File: src/logic/wdog_pkg.sv
// Package with register map, field layout and timing constants of the seconds watchdog
package wdog_pkg;
  // Register byte addresses
  localparam logic [11:0] COUNT_ADDR    = 12'h000;
  localparam logic [11:0] CONTROL_ADDR  = 12'h004;
  localparam logic [11:0] STATUS_ADDR   = 12'h008;
  // Control register fields
  localparam int          CTL_ENABLE_BIT  = 0;
  localparam int          CTL_IRQ_EN_BIT  = 1;
  localparam int          CTL_RST_EN_BIT  = 2;
  localparam int          CTL_SEL_LSB     = 4;
  localparam int          SEL_WIDTH       = 3;
  localparam int          IRQ_LINES       = 8;
  // Status register fields
  localparam int          STS_TIMEOUT_BIT = 0;
  localparam int          STS_ENABLE_BIT  = 1;
  // Count width and reset values
  localparam int          COUNT_WIDTH     = 8;
  localparam logic [7:0]  COUNT_RESET     = 8'h00;
  localparam logic [7:0]  COUNT_ZERO      = 8'h00;
  localparam logic [7:0]  COUNT_ONE       = 8'h01;
  // Timing
  localparam int          CLOCK_HZ        = 100000000;
  localparam int          TICK_SECONDS    = 1;
  localparam int          TICK_CYCLES     = CLOCK_HZ * TICK_SECONDS;
  localparam int          RESET_PULSE_NS  = 1000;
  localparam int          RESET_PULSE_CYCLES = (RESET_PULSE_NS * (CLOCK_HZ / 1000000) + 999) / 1000;
  localparam int          PULSE_WIDTH     = 8;
  localparam int          PRESCALE_WIDTH  = 27;
endpackage : wdog_pkg

File: src/logic/seconds_watchdog_timer.sv
// Seconds watchdog timer with APB register access
module seconds_watchdog_timer #(
  parameter int TICK_CYCLES = wdog_pkg::TICK_CYCLES
) (
  input  wire logic        i_sys_clk,
  input  wire logic        i_rst,
  input  wire logic        i_psel,
  input  wire logic        i_penable,
  input  wire logic        i_pwrite,
  input  wire logic [11:0] i_paddr,
  input  wire logic [31:0] i_pwdata,
  input  wire logic [3:0]  i_pstrb,
  output logic      [31:0] o_prdata,
  output logic             o_pready,
  output logic             o_pslverr,
  output logic      [7:0]  o_irq_lines,
  output logic             o_board_reset,
  output logic             o_timeout
);

  typedef struct packed {
    logic [7:0]  count;
    logic        enable;
    logic        irq_en;
    logic        rst_en;
    logic [2:0]  irq_sel;
    logic        timeout;
    logic [26:0] prescale;
    logic        tick;
    logic [7:0]  pulse;
    logic        board_reset;
    logic [7:0]  irq_lines;
    logic [31:0] prdata;
    logic        pslverr;
  } state_type;

  state_type state;
  state_type next_state;

  logic       access;
  logic       wr_count;
  logic       wr_control;
  logic       known_addr;
  logic       trigger;
  logic [7:0] irq_hit;

  // APB access decode; slave answers in the first access cycle
  assign access     = i_psel && i_penable;
  assign known_addr = (i_paddr == wdog_pkg::COUNT_ADDR) || (i_paddr == wdog_pkg::CONTROL_ADDR)
                      || (i_paddr == wdog_pkg::STATUS_ADDR);
  assign wr_count   = access && i_pwrite && i_pstrb[0] && (i_paddr == wdog_pkg::COUNT_ADDR);
  assign wr_control = access && i_pwrite && i_pstrb[0] && (i_paddr == wdog_pkg::CONTROL_ADDR);
  // Zero count while enabled fires, also right at enable
  // A count write replaces the zero, so it acknowledges the expiry
  assign trigger    = state.enable && (state.count == wdog_pkg::COUNT_ZERO)
                      && !wr_count;

  // One decoder per interrupt line; only the selected line follows the flag
  for (genvar idx = 0; idx < wdog_pkg::IRQ_LINES; idx++)
  begin : g_irq_route
    assign irq_hit[idx] = state.timeout && state.irq_en
                          && (state.irq_sel == 3'(idx));
  end

  // Next-state logic
  always_comb
  begin
    next_state      = state;
    next_state.tick = 1'b0;
    // One-second prescaler runs only while enabled
    if (!state.enable)
    begin
      next_state.prescale = '0;
    end
    else if (state.prescale == 27'(TICK_CYCLES - 1))
    begin
      next_state.prescale = '0;
      next_state.tick     = 1'b1;
    end
    else
    begin
      next_state.prescale = state.prescale + 27'd1;
    end
    // Count decrements per tick and stops at zero
    if (state.tick && state.enable && state.count != wdog_pkg::COUNT_ZERO)
    begin
      next_state.count = state.count - wdog_pkg::COUNT_ONE;
    end
    // Control register write
    if (wr_control)
    begin
      next_state.enable  = i_pwdata[wdog_pkg::CTL_ENABLE_BIT];
      next_state.irq_en  = i_pwdata[wdog_pkg::CTL_IRQ_EN_BIT];
      next_state.rst_en  = i_pwdata[wdog_pkg::CTL_RST_EN_BIT];
      next_state.irq_sel = i_pwdata[wdog_pkg::CTL_SEL_LSB +: wdog_pkg::SEL_WIDTH];
    end
    // Timeout flag: set on trigger, cleared by count write or disable
    if (trigger)
    begin
      next_state.timeout = 1'b1;
    end
    else if (wr_count || !state.enable)
    begin
      next_state.timeout = 1'b0;
    end
    // Count write loads the full 8-bit seconds value
    if (wr_count)
    begin
      next_state.count = i_pwdata[wdog_pkg::COUNT_WIDTH-1:0];
    end
    // Board reset pulse on a trigger edge when enabled
    next_state.board_reset = 1'b0;
    if (state.pulse != 8'h00)
    begin
      next_state.pulse       = state.pulse - 8'h01;
      next_state.board_reset = 1'b1;
    end
    else if (trigger && !state.timeout && state.rst_en)
    begin
      next_state.pulse = 8'(wdog_pkg::RESET_PULSE_CYCLES);
    end
    // Interrupt lines registered from the per-line decoders
    next_state.irq_lines = irq_hit;
    // Read data and error response
    next_state.prdata  = 32'h0000_0000;
    next_state.pslverr = 1'b0;
    if (i_psel && !i_penable)
    begin
      next_state.pslverr = !known_addr;
      if (i_paddr == wdog_pkg::COUNT_ADDR)
      begin
        next_state.prdata[7:0] = state.count;
      end
      else if (i_paddr == wdog_pkg::CONTROL_ADDR)
      begin
        next_state.prdata[wdog_pkg::CTL_ENABLE_BIT] = state.enable;
        next_state.prdata[wdog_pkg::CTL_IRQ_EN_BIT] = state.irq_en;
        next_state.prdata[wdog_pkg::CTL_RST_EN_BIT] = state.rst_en;
        next_state.prdata[wdog_pkg::CTL_SEL_LSB +: wdog_pkg::SEL_WIDTH] = state.irq_sel;
      end
      else if (i_paddr == wdog_pkg::STATUS_ADDR)
      begin
        next_state.prdata[wdog_pkg::STS_TIMEOUT_BIT] = state.timeout;
        next_state.prdata[wdog_pkg::STS_ENABLE_BIT]  = state.enable;
      end
    end
  end

  // State register; watchdog comes up disabled
  always_ff @(posedge i_sys_clk or posedge i_rst)
  begin
    if (i_rst)
    begin
      state <= '0;
    end
    else
    begin
      state <= next_state;
    end
  end

  // Outputs
  assign o_prdata      = state.prdata;
  assign o_pready      = 1'b1;
  assign o_pslverr     = state.pslverr && access;
  assign o_irq_lines   = state.irq_lines;
  assign o_board_reset = state.board_reset;
  assign o_timeout     = state.timeout;
endmodule : seconds_watchdog_timer

File: config.mk
export PLATFORM = sky130hd
export DESIGN_NAME = seconds_watchdog_timer
export DESIGN_NICKNAME = d
export VERILOG_FILES = /design/src/logic/wdog_pkg.sv /design/src/logic/seconds_watchdog_timer.sv
export SDC_FILE = /design/constraint.sdc
export NUM_CORES = 1
export LEC_CHECK = 0
export ABC_AREA = 1
export BUFFER_PORTS_ARGS = -buffer_cell sky130_fd_sc_hd__buf_2
export CORE_MARGIN = 1.5
export CORE_UTILIZATION = 30
export CTS_BUF_LIST = sky130_fd_sc_hd__clkbuf_16
export DETAILED_ROUTE_END_ITERATION = 10
export MAX_ROUTING_LAYER = met4
export PLACE_DENSITY = 0.46
export SETUP_SLACK_MARGIN = 0.02
export SYNTH_ARGS = -nofsm -noshare
export SYNTH_HDL_FRONTEND = slang
export SYNTH_SLANG_ARGS = --single-unit
File: constraint.sdc
create_clock -name i_sys_clk -period 2 [get_ports i_sys_clk]
set_input_delay 0.1 -clock i_sys_clk [delete_from_list [all_inputs] [get_ports i_sys_clk]]
set_output_delay 0.1 -clock i_sys_clk [all_outputs]
set_load 0.1 [all_outputs]
==> results.md, run 1 <==
- Status: completed
- Largest family of logic cells by synthesized area: simple AND/OR/NAND/NOR gates
- Final WL: approximately 9500 microns
- R2R setup slack: between 0.2 and 0.3 ns
- Avg Inst Size Synth: between 7 and 8 sq um
- Adder-cell area share of the yosys netlist: 0.0120
- CTS buffer count: 9
- Fin crit period: roughly 1.7 ns
- XOR/XNOR Fraction of Synth Area: 0.0337
- Clk sinks: 69
- Fraction of synthesized area in multiplexers: 0
- Worst hold path depth: 3
- Routed length per placed instance: 12.2 microns
- Setup tns final: 0 ns
- Area of the multi-input gates: between 1500 and 2000 sq um
- Fmax: just under 0.6 GHz
- Num rows: 42
- Area overhead of the layout relative to synthesis: 12.2%
- Port bufs: 44
- Mapped Area: about 4200 sq um
- Drt drc: 0
- Die Area: between 10000 and 15000 sq um
- Power per cell area: between 700 and 800 nW/um^2
- Share of cells above drive strength 1: 0.176
- Clk_skew: approximately 0.0072 ns
- Total GRT Usage: 0.145
- Gp weighted congestion: 0.858
- Initial antenna violation count: 0
- RSZ-0062 raised after global routing: no
- Hold WC Path Type: in2reg
- Register area share after synthesis: 0.415
- Crit path kind: reg2reg
- Cells on worst reg2reg path: 8
- TritonCTS clock tree: yes
- Global-route wire length before repair: roughly 16000 microns
- Cells after synthesis: between 500 and 600
- GR Overflow Total: 0
- TritonRoute pass-1 iters: 4
- Post-Synth Simple-Gate Area: 0.368
- CTS HTree Levels: 3
- RR Startpoint: state[51]$_DFF_PP0_
- Clock latency on the worst-skew pair: between 0.3 and 0.4 ns
- Register Area: roughly 1700 sq um
- Fin. Hold Viols: 0
- Initial DRC Count: about 220
- CP max FO: 9
- Hold Path End: state[89]$_DFFE_PP0P_
- WP data required: 2.20 ns
- Syn. warnings: 0
- Most common cell after layout, fill and taps aside: nand2_1
- Core area: between 10000 and 15000 sq um
- Root Driver: clkbuf_16
- Num ports: slightly below 100
- Setup bufs post-CTS: 0
- Finish-stage setup viols: 0
- HPWL Detailed: ~7000 microns
- Compound-Gate Fraction of Synth Area: 0.0361
- Worst-path clk slew: 0.06 ns
- Diodes inserted: 0
- Initial core utilization: 0.311
- Seq cells post-synth: 69
- Tcrit/Tclk final: 0.862
- Chip Height: ~120 microns
- Peak supply drop: 0.000373 V
- Worst endpoint data arrival time: roughly 1.9 ns
- Largest net degree at the start of global routing: 70
- Worst setup EP type: flop
- Library cells used by synthesis: 32
- CTS Buffer Depth: 2
- Drt via density: 4.44
- DR vias: 3454
- HP Start: i_pwdata[4]
- # nets final: approximately 650
- Util after Layout: 0.348
- Final ANT Viol Nets: 0
- Crit path launch type: flop
- Filler Cells Inserted: about 1500
- MaxCap Viol Count: 0
- RR Endpoint: state[77]$_DFF_PP0_
- Die width: 121 microns
- Most frequent cells in the layout: nand2_1, nor2_1, dfrtp_1
- Vias in the first global route: ~3400
- Static leakage: 2.32 nW
- Max Transition Viols Final: 0
==> flip-flops by register name, indices dropped and copies added (netlist names) <==
name and flops:
o_prdata 8, o_irq_lines 8, o_board_reset 1, o_timeout 1
state 51
==> through the flow <==
stage | hold slack (ns) | instance area, sq um | worst slack, ns | total power (W) | instances
2_1_floorplan | 0.233 | 4250 | 0.160 | 0.00194 | 582
3_3_place_gp | 0.217 | 4390 | 0.270 | 0.00198 | 760
3_5_place_dp | 0.218 | 4390 | 0.237 | 0.00199 | 760
4_1_cts | 0.0221 | 4670 | 0.223 | 0.00341 | 778
5_1_grt | 0.0290 | 4670 | 0.0694 | 0.00351 | 778
6_report | 0.0264 | 4670 | 0.276 | 0.00336 | 778
==> per-layer routing <==
| metal | track usage | vias up | share of wire |
|---|---|---|---|
| met4 | 0.0566 | 0 | 0.0083 |
| met5 | - | - | 0 |
| li1 | - | 1767 | - |
| met2 | 0.233 | 72 | 0.47 |
| met3 | 0.0259 | 5 | 0.044 |
| met1 | 0.183 | 1610 | 0.48 |
==> area by class of cell <==
cell class / instances / share of cell area
Inverter: 58 / 0.0466
Clock buffer: 9 / 0.0482
Sequential cell: 69 / 0.370
Timing Repair Buffer: 49 / 0.0589
Multi-Input combinational cell: 410 / 0.422
Clock inverter: 7 / 0.00750
Tap cell: 176 / 0.0472
==> where the power goes <==
| part | switching, W | total (W) | internal, W |
|---|---|---|---|
| registers | 0.0000612 | 0.00151 | 0.00145 |
| logic | 0.000356 | 0.000448 | 0.0000919 |
| clock network | 0.000576 | 0.00140 | 0.000819 |
==> cell families after synthesis <==
logic type,count (synthesis)
AND/OR/NAND/NOR,337
AO/OA/AOI/OAI,28
adder cells (fa/ha/maj),4
flip-flops,69
buffers and inverters,103
XOR/XNOR,16
other,2
==> worst max-delay path by stage <==
stage                                   start                      end  cells past startpoint
after floorplan                         i_rst  o_board_reset$_DFF_PP0_                      1
after global routing      state[51]$_DFF_PP0_      state[75]$_DFF_PP0_                      8
after CTS                 state[51]$_DFF_PP0_      state[77]$_DFF_PP0_                      8
final                     state[51]$_DFF_PP0_      state[77]$_DFF_PP0_                      8
after detailed placement  state[51]$_DFF_PP0_      state[77]$_DFF_PP0_                      8
after global placement    state[51]$_DFF_PP0_      state[72]$_DFF_PP0_                      8
==> Yosys cell counts (all sizes together) <==
| master | number | area [sq um] |
|---|---|---|
| nand2 | 141 | 564 |
| a21oi | 15 | 75.1 |
| nor2 | 118 | 541 |
| ha | 4 | 50.1 |
| or2 | 2 | 12.5 |
| dfrtp | 69 | 1730 |
| buf | 44 | 334 |
| nand4 | 9 | 56.3 |
| clkbuf | 1 | 3.75 |
| nand3 | 53 | 275 |
| nand3b | 2 | 15.0 |
| inv | 58 | 218 |
| nor4 | 1 | 6.26 |
| nor3b | 1 | 7.51 |
| xnor2 | 6 | 52.6 |
| xor2 | 10 | 87.6 |
| nor3 | 10 | 55.1 |
| o31ai | 1 | 7.51 |
| a21boi | 1 | 7.51 |
| conb | 2 | 7.51 |
| o21bai | 1 | 7.51 |
| a211oi | 1 | 7.51 |
| o21ai | 9 | 45.0 |
==> repair_timing <==
action / 4_1_cts / 5_1_grt
hold buffers: 2 / 0
endpoints found under the hold margin: 70 / 0
gates resized for setup: 0 / 1
endpoints found under the setup margin: 0 / 2
==> worst max-delay path: stages, from the launching register on <==
cell and delay (ns):
dfrtp_1 0.44, ha_2 0.28, nand3_2 0.16, inv_2 0.11
nand2_2 0.10, nor2_1 0.15, nand2_2 0.18, nand3_1 0.14
nor2_1 0.04
(Power assumes the default switching activity.)
==> run 2, diff against run 1 <==
--- a/config.mk
+++ b/config.mk
@@ -7,12 +7,10 @@
 export LEC_CHECK = 0
 export ABC_AREA = 1
 export BUFFER_PORTS_ARGS = -buffer_cell sky130_fd_sc_hd__buf_2
-export CORE_MARGIN = 1.5
 export CORE_UTILIZATION = 30
 export CTS_BUF_LIST = sky130_fd_sc_hd__clkbuf_16
 export DETAILED_ROUTE_END_ITERATION = 10
 export MAX_ROUTING_LAYER = met4
-export PLACE_DENSITY = 0.46
 export SETUP_SLACK_MARGIN = 0.02
 export SYNTH_ARGS = -nofsm -noshare
 export SYNTH_HDL_FRONTEND = slang
==> run 2 against run 1 <==
Against the previous run: power rose by 13%; worst hold slack improved by 0.024 ns; combinational power barely moved; first-iteration DRC count fell by 15%; wire length fell by 5.7%; sequential cell count did not move; global-route usage fell by 0.83 points; clock power rose by 30%; final cell count fell by 0.13%; fmax fell by 2.1%; die area fell by 1.6%; largest cell class unchanged; largest power group is now clock; highest routed layer unchanged.
==> results.md, run 2 (synthesis results as in run 1) <==
- Worst setup EP type: flop
- Final WL: 8960 microns (-5.7%)
- Routed length per placed instance: 11.5 microns (-5.6%)
- Finished Cell Area: 4740 sq um (+1.5%)
- Setup tns final: 0 ns (unchanged)
- PostCTS Resize Cnt: 0 (unchanged)
- Tcrit/Tclk final: 0.880 (+0.0182)
- RSZ-0062 raised after global routing: no
- Filler Cells Inserted: 1422 (-2.6%)
- Fmax: 0.568 GHz (-2.1%)
- Root Driver: clkbuf_16
- M1 GR Usage: 0.179 (-0.00351)
- Clock latency on the worst-skew pair: 0.33 ns (about the same)
- Core area: 13400 sq um (unchanged)
- Setup bufs post-CTS: 0 (unchanged)
- Setup WS post-layout: 0.239 ns (-0.0364 ns)
- Final ANT Viol Nets: 0 (unchanged)
- Gp weighted congestion: 0.905 (+5.5%)
- Initial DRC Count: 188 (-15%)
- Critical Path Max Stage Delay: 0.44 ns (about the same)
- Crit path kind: reg2reg
- Max FFs per register: 51 (unchanged)
- Status: completed
- TritonRoute pass-1 iters: 4 (unchanged)
- Num ports: 97 (unchanged)
- Cells on worst reg2reg path: 8 (unchanged)
- HP Start: i_pwdata[6]
- Area overhead of the layout relative to synthesis: 13.9%
- Initial core utilization: 0.311 (unchanged)
- Largest reg by FF count: state
- HPWL Detailed: 6560 microns (-8.4%)
- Crit path launch type: flop
- Die width: 120 microns (-0.83%)
- Num rows: 42 (unchanged)
- Dpl ws: 0.233 ns (-0.00388 ns)
- MaxCap Viol Count: 0 (unchanged)
- Worst hold path depth: 3 (unchanged)
- RR Startpoint: state[51]$_DFF_PP0_
- CTS HTree Levels: 3 (unchanged)
- Drt via density: 4.41 (-0.68%)
- Worst-path clk slew: 0.06 ns (about the same)
- Initial antenna violation count: 0 (unchanged)
- Critical-path cell list: ha_1 -> nand3_2 -> inv_2 -> nand2_2 -> nor2_1 -> nand2_2 -> nand3_1 -> nor2_1
- CTS buffer count: 9 (unchanged)
- Met3 Resource Use GR: 0.0409 (+0.0149)
- Clk sinks: 69 (unchanged)
- Global-route wire length before repair: 15100 microns (-6.4%)
- Fin. Hold Viols: 0 (unchanged)
- Worst endpoint data arrival time: 1.97 ns (+0.04 ns)
- RR Endpoint: state[73]$_DFF_PP0_
- Util after Layout: 0.354 (+0.00523)
- CTS Buffer Depth: 2 (unchanged)
- Most common cell after layout, fill and taps aside: nand2_1
- Drt drc: 0 (unchanged)
- Die Area: 14400 sq um (-1.6%)
- Hold Path End: state[91]$_DFFE_PP0P_
- Static leakage: 2.35 nW (+1.2%)
- # nets final: 653 (-0.15%)
- Pwr Total: 0.00378 W (+13%)
- Global routing's busiest layer: met2
- R2R setup slack: 0.24 ns (-0.04 ns)
- Hold WC Path Type: in2reg
- CP max FO: 9 (unchanged)
- Total GRT Usage: 0.137 (-0.00830)
- TritonCTS clock tree: yes
- Fin crit period: 1.76 ns (+0.0364 ns)
- GR Overflow Total: 0 (unchanged)
- Share of cells above drive strength 1: 0.173 (-0.00303)
- Peak supply drop: 0.000568 V (+53%)
- Met2 Use GR: 0.203 (-0.0296)
- Largest net degree at the start of global routing: 70 (unchanged)
- Port bufs: 44 (unchanged)
- Diodes inserted: 0 (unchanged)
- Clk_skew: 0.00558 ns (-0.00159 ns)
- Vias in the first global route: 3148 (-7.3%)
- Chip Height: 120 microns (-0.83%)
- WP data required: 2.21 ns (about the same)
- Max Transition Viols Final: 0 (unchanged)
- Area of placed instances: 4380 sq um (-0.17%)
- DR vias: 3426 (-0.81%)
- Most frequent cells in the layout: nand2_1, nor2_1, dfrtp_1
- Finish-stage setup viols: 0 (unchanged)
- Hold_buf cts: 2 (unchanged)
- CP max-delay cell: dfrtp_1
- Power per cell area: 797 nW/um^2 (+11%)
-- run 2: changes by cell type in the layout (fill, tap and decap cells not counted) --
cell | before | now
clkinv_2 | 4 | 0
bufinv_16 | 0 | 3
clkinv_4 | 0 | 2
buf_4 | 2 | 1
clkinv_1 | 0 | 1
clkinvlp_4 | 1 | 0
ha_1 | 3 | 4
ha_2 | 1 | 0
inv_1 | 56 | 55
-- run 2: how the worst max path moves through the flow --
stage	from	endpoint	slack (ns)	cells past startpoint
floorplan	i_rst	o_board_reset$_DFF_PP0_	0.16	1
global placement	state[51]$_DFF_PP0_	state[73]$_DFF_PP0_	0.24	8
detailed placement	state[51]$_DFF_PP0_	state[77]$_DFF_PP0_	0.23	8
CTS	state[51]$_DFF_PP0_	state[73]$_DFF_PP0_	0.22	8
global route	state[51]$_DFF_PP0_	state[73]$_DFF_PP0_	0.06	8
finish	state[51]$_DFF_PP0_	state[73]$_DFF_PP0_	0.24	8
-- run 2: final cells by class --
class                           count  area (sq um)  share of cell area
Tap cell                          176           220              0.0465
Sequential cell                    69          1730               0.364
Clock inverter                      7           115              0.0243
Multi-Input combinational cell    410          1970               0.415
Inverter                           58           218              0.0459
Clock buffer                        9           225              0.0475
Timing Repair Buffer               48           268              0.0565
-- run 2: where the power goes --
part	internal (W)	total, W	switching [W]
Sequential	0.00145	0.00151	0.0000593
Clock	0.00121	0.00182	0.000603
Combinational	0.0000906	0.000451	0.000360
Total	0.00276	0.00378	0.00102
-- run 2: per-layer routing --
layer	vias to the layer above	wire length [microns]
li1	1763	-
met1	1556	4370
met2	94	3890
met3	13	559
met4	0	126
met5	-	0
-- run 2: through the flow --
step,hold slack [ns],cells
2_1_floorplan,0.233,582
3_3_place_gp,0.206,759
3_5_place_dp,0.210,759
4_1_cts,0.0323,777
5_1_grt,0.0499,777
6_report,0.0506,777
-- run 2: critical path, delay by kind of cell (launching register included) --
family / cells / cell delay, ns
flops: 1 / 0.44
fa+ha+maj: 1 / 0.32
simple gates: 6 / 0.74
buf+inv: 1 / 0.12
==> run 3, diff against run 2 <==
--- a/config.mk
+++ b/config.mk
@@ -11,6 +11,8 @@
 export CTS_BUF_LIST = sky130_fd_sc_hd__clkbuf_16
 export DETAILED_ROUTE_END_ITERATION = 10
 export MAX_ROUTING_LAYER = met4
+export PLACE_DENSITY_LB_ADDON = 0.08
+export REMOVE_ABC_BUFFERS = 1
 export SETUP_SLACK_MARGIN = 0.02
 export SYNTH_ARGS = -nofsm -noshare
 export SYNTH_HDL_FRONTEND = slang
==> run 3 against run 2 <==
Against the previous run: sequential power barely moved; register-to-register slack gained 0.09 ns; final cell count increased by 0.26%; sequential share of layout area decreased by 0.058 points; global-route usage grew 2.0 points; power decreased by 0.22%.
==> results.md, run 3 (synthesis results as in run 1) <==
- Status: completed
- Worst-path clk slew: 0.06 ns (about the same)
- DR vias: 3452 (+0.76%)
- Initial core utilization: 0.311 (unchanged)
- Total GRT Usage: 0.157 (+0.0200)
- Largest net degree at the start of global routing: 24 (-66%)
- Tcrit/Tclk final: 0.834 (-0.0464)
- Initial DRC Count: 190 (+1.1%)
- Initial antenna violation count: 0 (unchanged)
- MaxCap Viol Count: 0 (unchanged)
- Non-filler cells, final: 779 (+0.26%)
- Fin crit period: 1.67 ns (-0.0928 ns)
- Global-route wire length before repair: 16800 microns (+12%)
- Area of placed instances: 4410 sq um (+0.69%)
- Core area: 13400 sq um (unchanged)
- Filler Cells Inserted: 1448 (+1.8%)
- Most frequent cells in the layout: nand2_1, nor2_1, dfrtp_1
- Num ports: 97 (unchanged)
- Fmax: 0.600 GHz (+5.6%)
- Share of cells above drive strength 1: 0.177 (+0.00440)
- Clock latency on the worst-skew pair: 0.34 ns (about the same)
- TritonRoute pass-1 iters: 4 (unchanged)
- Largest reg by FF count: state
- Routed length per placed instance: 12.6 microns (+9.1%)
- Crit path launch type: flop
- HP Start: i_pwdata[5]
- Crit path kind: reg2reg
- Setup tns final: 0 ns (unchanged)
- Final WL: 9800 microns (+9.4%)
- RR Startpoint: state[42]$_DFFE_PP0P_
- Rel. slew slack: 0.638
- Dpl ws: 0.334 ns (+0.101 ns)
- Die Area: 14400 sq um (unchanged)
- Drt via density: 4.43 (+0.50%)
- Diodes inserted: 0 (unchanged)
- Chip Height: 120 microns (unchanged)
- Area of the multi-input gates: 1970 sq um (unchanged)
- Root Driver: clkbuf_16
- Fin. Hold Viols: 0 (unchanged)
- GR Overflow Total: 0 (unchanged)
- Worst endpoint data arrival time: 1.90 ns (-0.07 ns)
- Power per cell area: 794 nW/um^2 (-0.38%)
- Setup WS post-layout: 0.332 ns (+0.0928 ns)
- Max FFs per register: 51 (unchanged)
- CP max FO: 9 (unchanged)
- Placed Cells: 763 (+0.53%)
- Hold WC Path Type: in2reg
- Setup bufs post-CTS: 0 (unchanged)
- CTS Buffer Depth: 2 (unchanged)
- Vias in the first global route: 3357 (+6.6%)
- Finished Cell Area: 4750 sq um (+0.16%)
- Die width: 120 microns (unchanged)
- RSZ-0062 raised after global routing: no
- Gp weighted congestion: 0.792 (-12%)
- Final ANT Viol Nets: 0 (unchanged)
- Finish-stage setup viols: 0 (unchanged)
- Most common cell after layout, fill and taps aside: nand2_1
- Port bufs: 44 (unchanged)
- Peak supply drop: 0.000348 V (-39%)
- CP Launch Point: state[42]$_DFFE_PP0P_
- Drt drc: 0 (unchanged)
- CTS buffer count: 9 (unchanged)
- WP data required: 2.23 ns (+0.02 ns)
- Static leakage: 2.35 nW (+0.29%)
- HPWL Detailed: 7350 microns (+12%)
- PostCTS Resize Cnt: 0 (unchanged)
- Num rows: 42 (unchanged)
- CTS HTree Levels: 3 (unchanged)
- Clk_skew: 0.00598 ns (+0.000396 ns)
- Register Area: 1730 sq um (unchanged)
- # nets final: 656 (+0.46%)
- Worst setup EP type: flop
- Least-Margin Pin Slew: 0.543 ns
- Area overhead of the layout relative to synthesis: 14.0%
- Clk sinks: 69 (unchanged)
- Max Transition Viols Final: 0 (unchanged)
- TritonCTS clock tree: yes
-- run 3: cell types whose count changed in the layout (fill, tap and decap cells not counted), sizes merged --
cell	before	now
buf	46	50
dlygate4sd3	2	1
inv	59	58
-- run 3: cell type report --
type | instances | share of cell area
clock buffers | 9 | 0.0474
inverters | 58 | 0.0459
clock inverters | 6 | 0.0216
well taps | 176 | 0.0464
repair buffers | 51 | 0.0606
flip-flops and latches | 69 | 0.364
multi-input cells | 410 | 0.414
-- run 3: worst paths after layout --
| check | depth (start not counted) | slack, ns | endpoint |
|---|---|---|---|
| setup / recovery | 9 | 0.33 | state[42]$_DFFE_PP0P_ |
| hold / removal | 3 | 0.02 | state[90]$_DFFE_PP0P_ |
| setup reg to reg | 9 | 0.33 | state[42]$_DFFE_PP0P_ |
| hold reg to reg | 2 | 0.49 | state[46]$_DFFE_PP0P_ |
| max in group asynchronous | 4 | 0.97 | state[88]$_DFFE_PP0P_ |
| min in group asynchronous | 3 | 0.35 | state[42]$_DFFE_PP0P_ |
-- run 3: metrics by stage --
step | util | total power [W] | hold slack [ns]
floorplan | - | 0.00190 | 0.233
global placement | 0.329 | 0.00200 | 0.184
detailed placement | 0.329 | 0.00200 | 0.183
CTS | 0.354 | 0.00383 | 0.00838
global route | 0.354 | 0.00394 | 0.0268
finish | 0.354 | 0.00377 | 0.0232
-- run 3: what timing repair did --
item / CTS / global route
hold buffers: 1 / 0
hold endpoints to repair: 19 / 0
setup endpoints to repair: 0 / 0
-- run 3: metal layers --
metal / vias to the layer above / GRT usage / wire length (microns) / share of wire
met3: 10 / 0.0404 / 427 / 0.044
met4: 0 / 0.0469 / 110 / 0.011
met2: 87 / 0.234 / 4330 / 0.44
met1: 1592 / 0.208 / 4930 / 0.50
li1: 1763 / - / - / -
met5: - / - / 0 / 0
-- run 3: critical path, stage by stage, from the launching register on --
cell	delay, ns
dfrtp_1	0.38
inv_1	0.12
ha_1	0.19
inv_1	0.04
nor2_1	0.13
nand3_1	0.16
nor2_2	0.32
inv_1	0.10
nand2_1	0.07
nand2_1	0.05
-- run 3: report_power, final --
part	total [W]	leakage (nW)	internal, W	switching [W]
Clock	0.00180	0.160	0.00120	0.000597
Sequential	0.00151	0.897	0.00145	0.0000598
Combinational	0.000460	1.30	0.0000945	0.000366
Total	0.00377	2.35	0.00275	0.00102
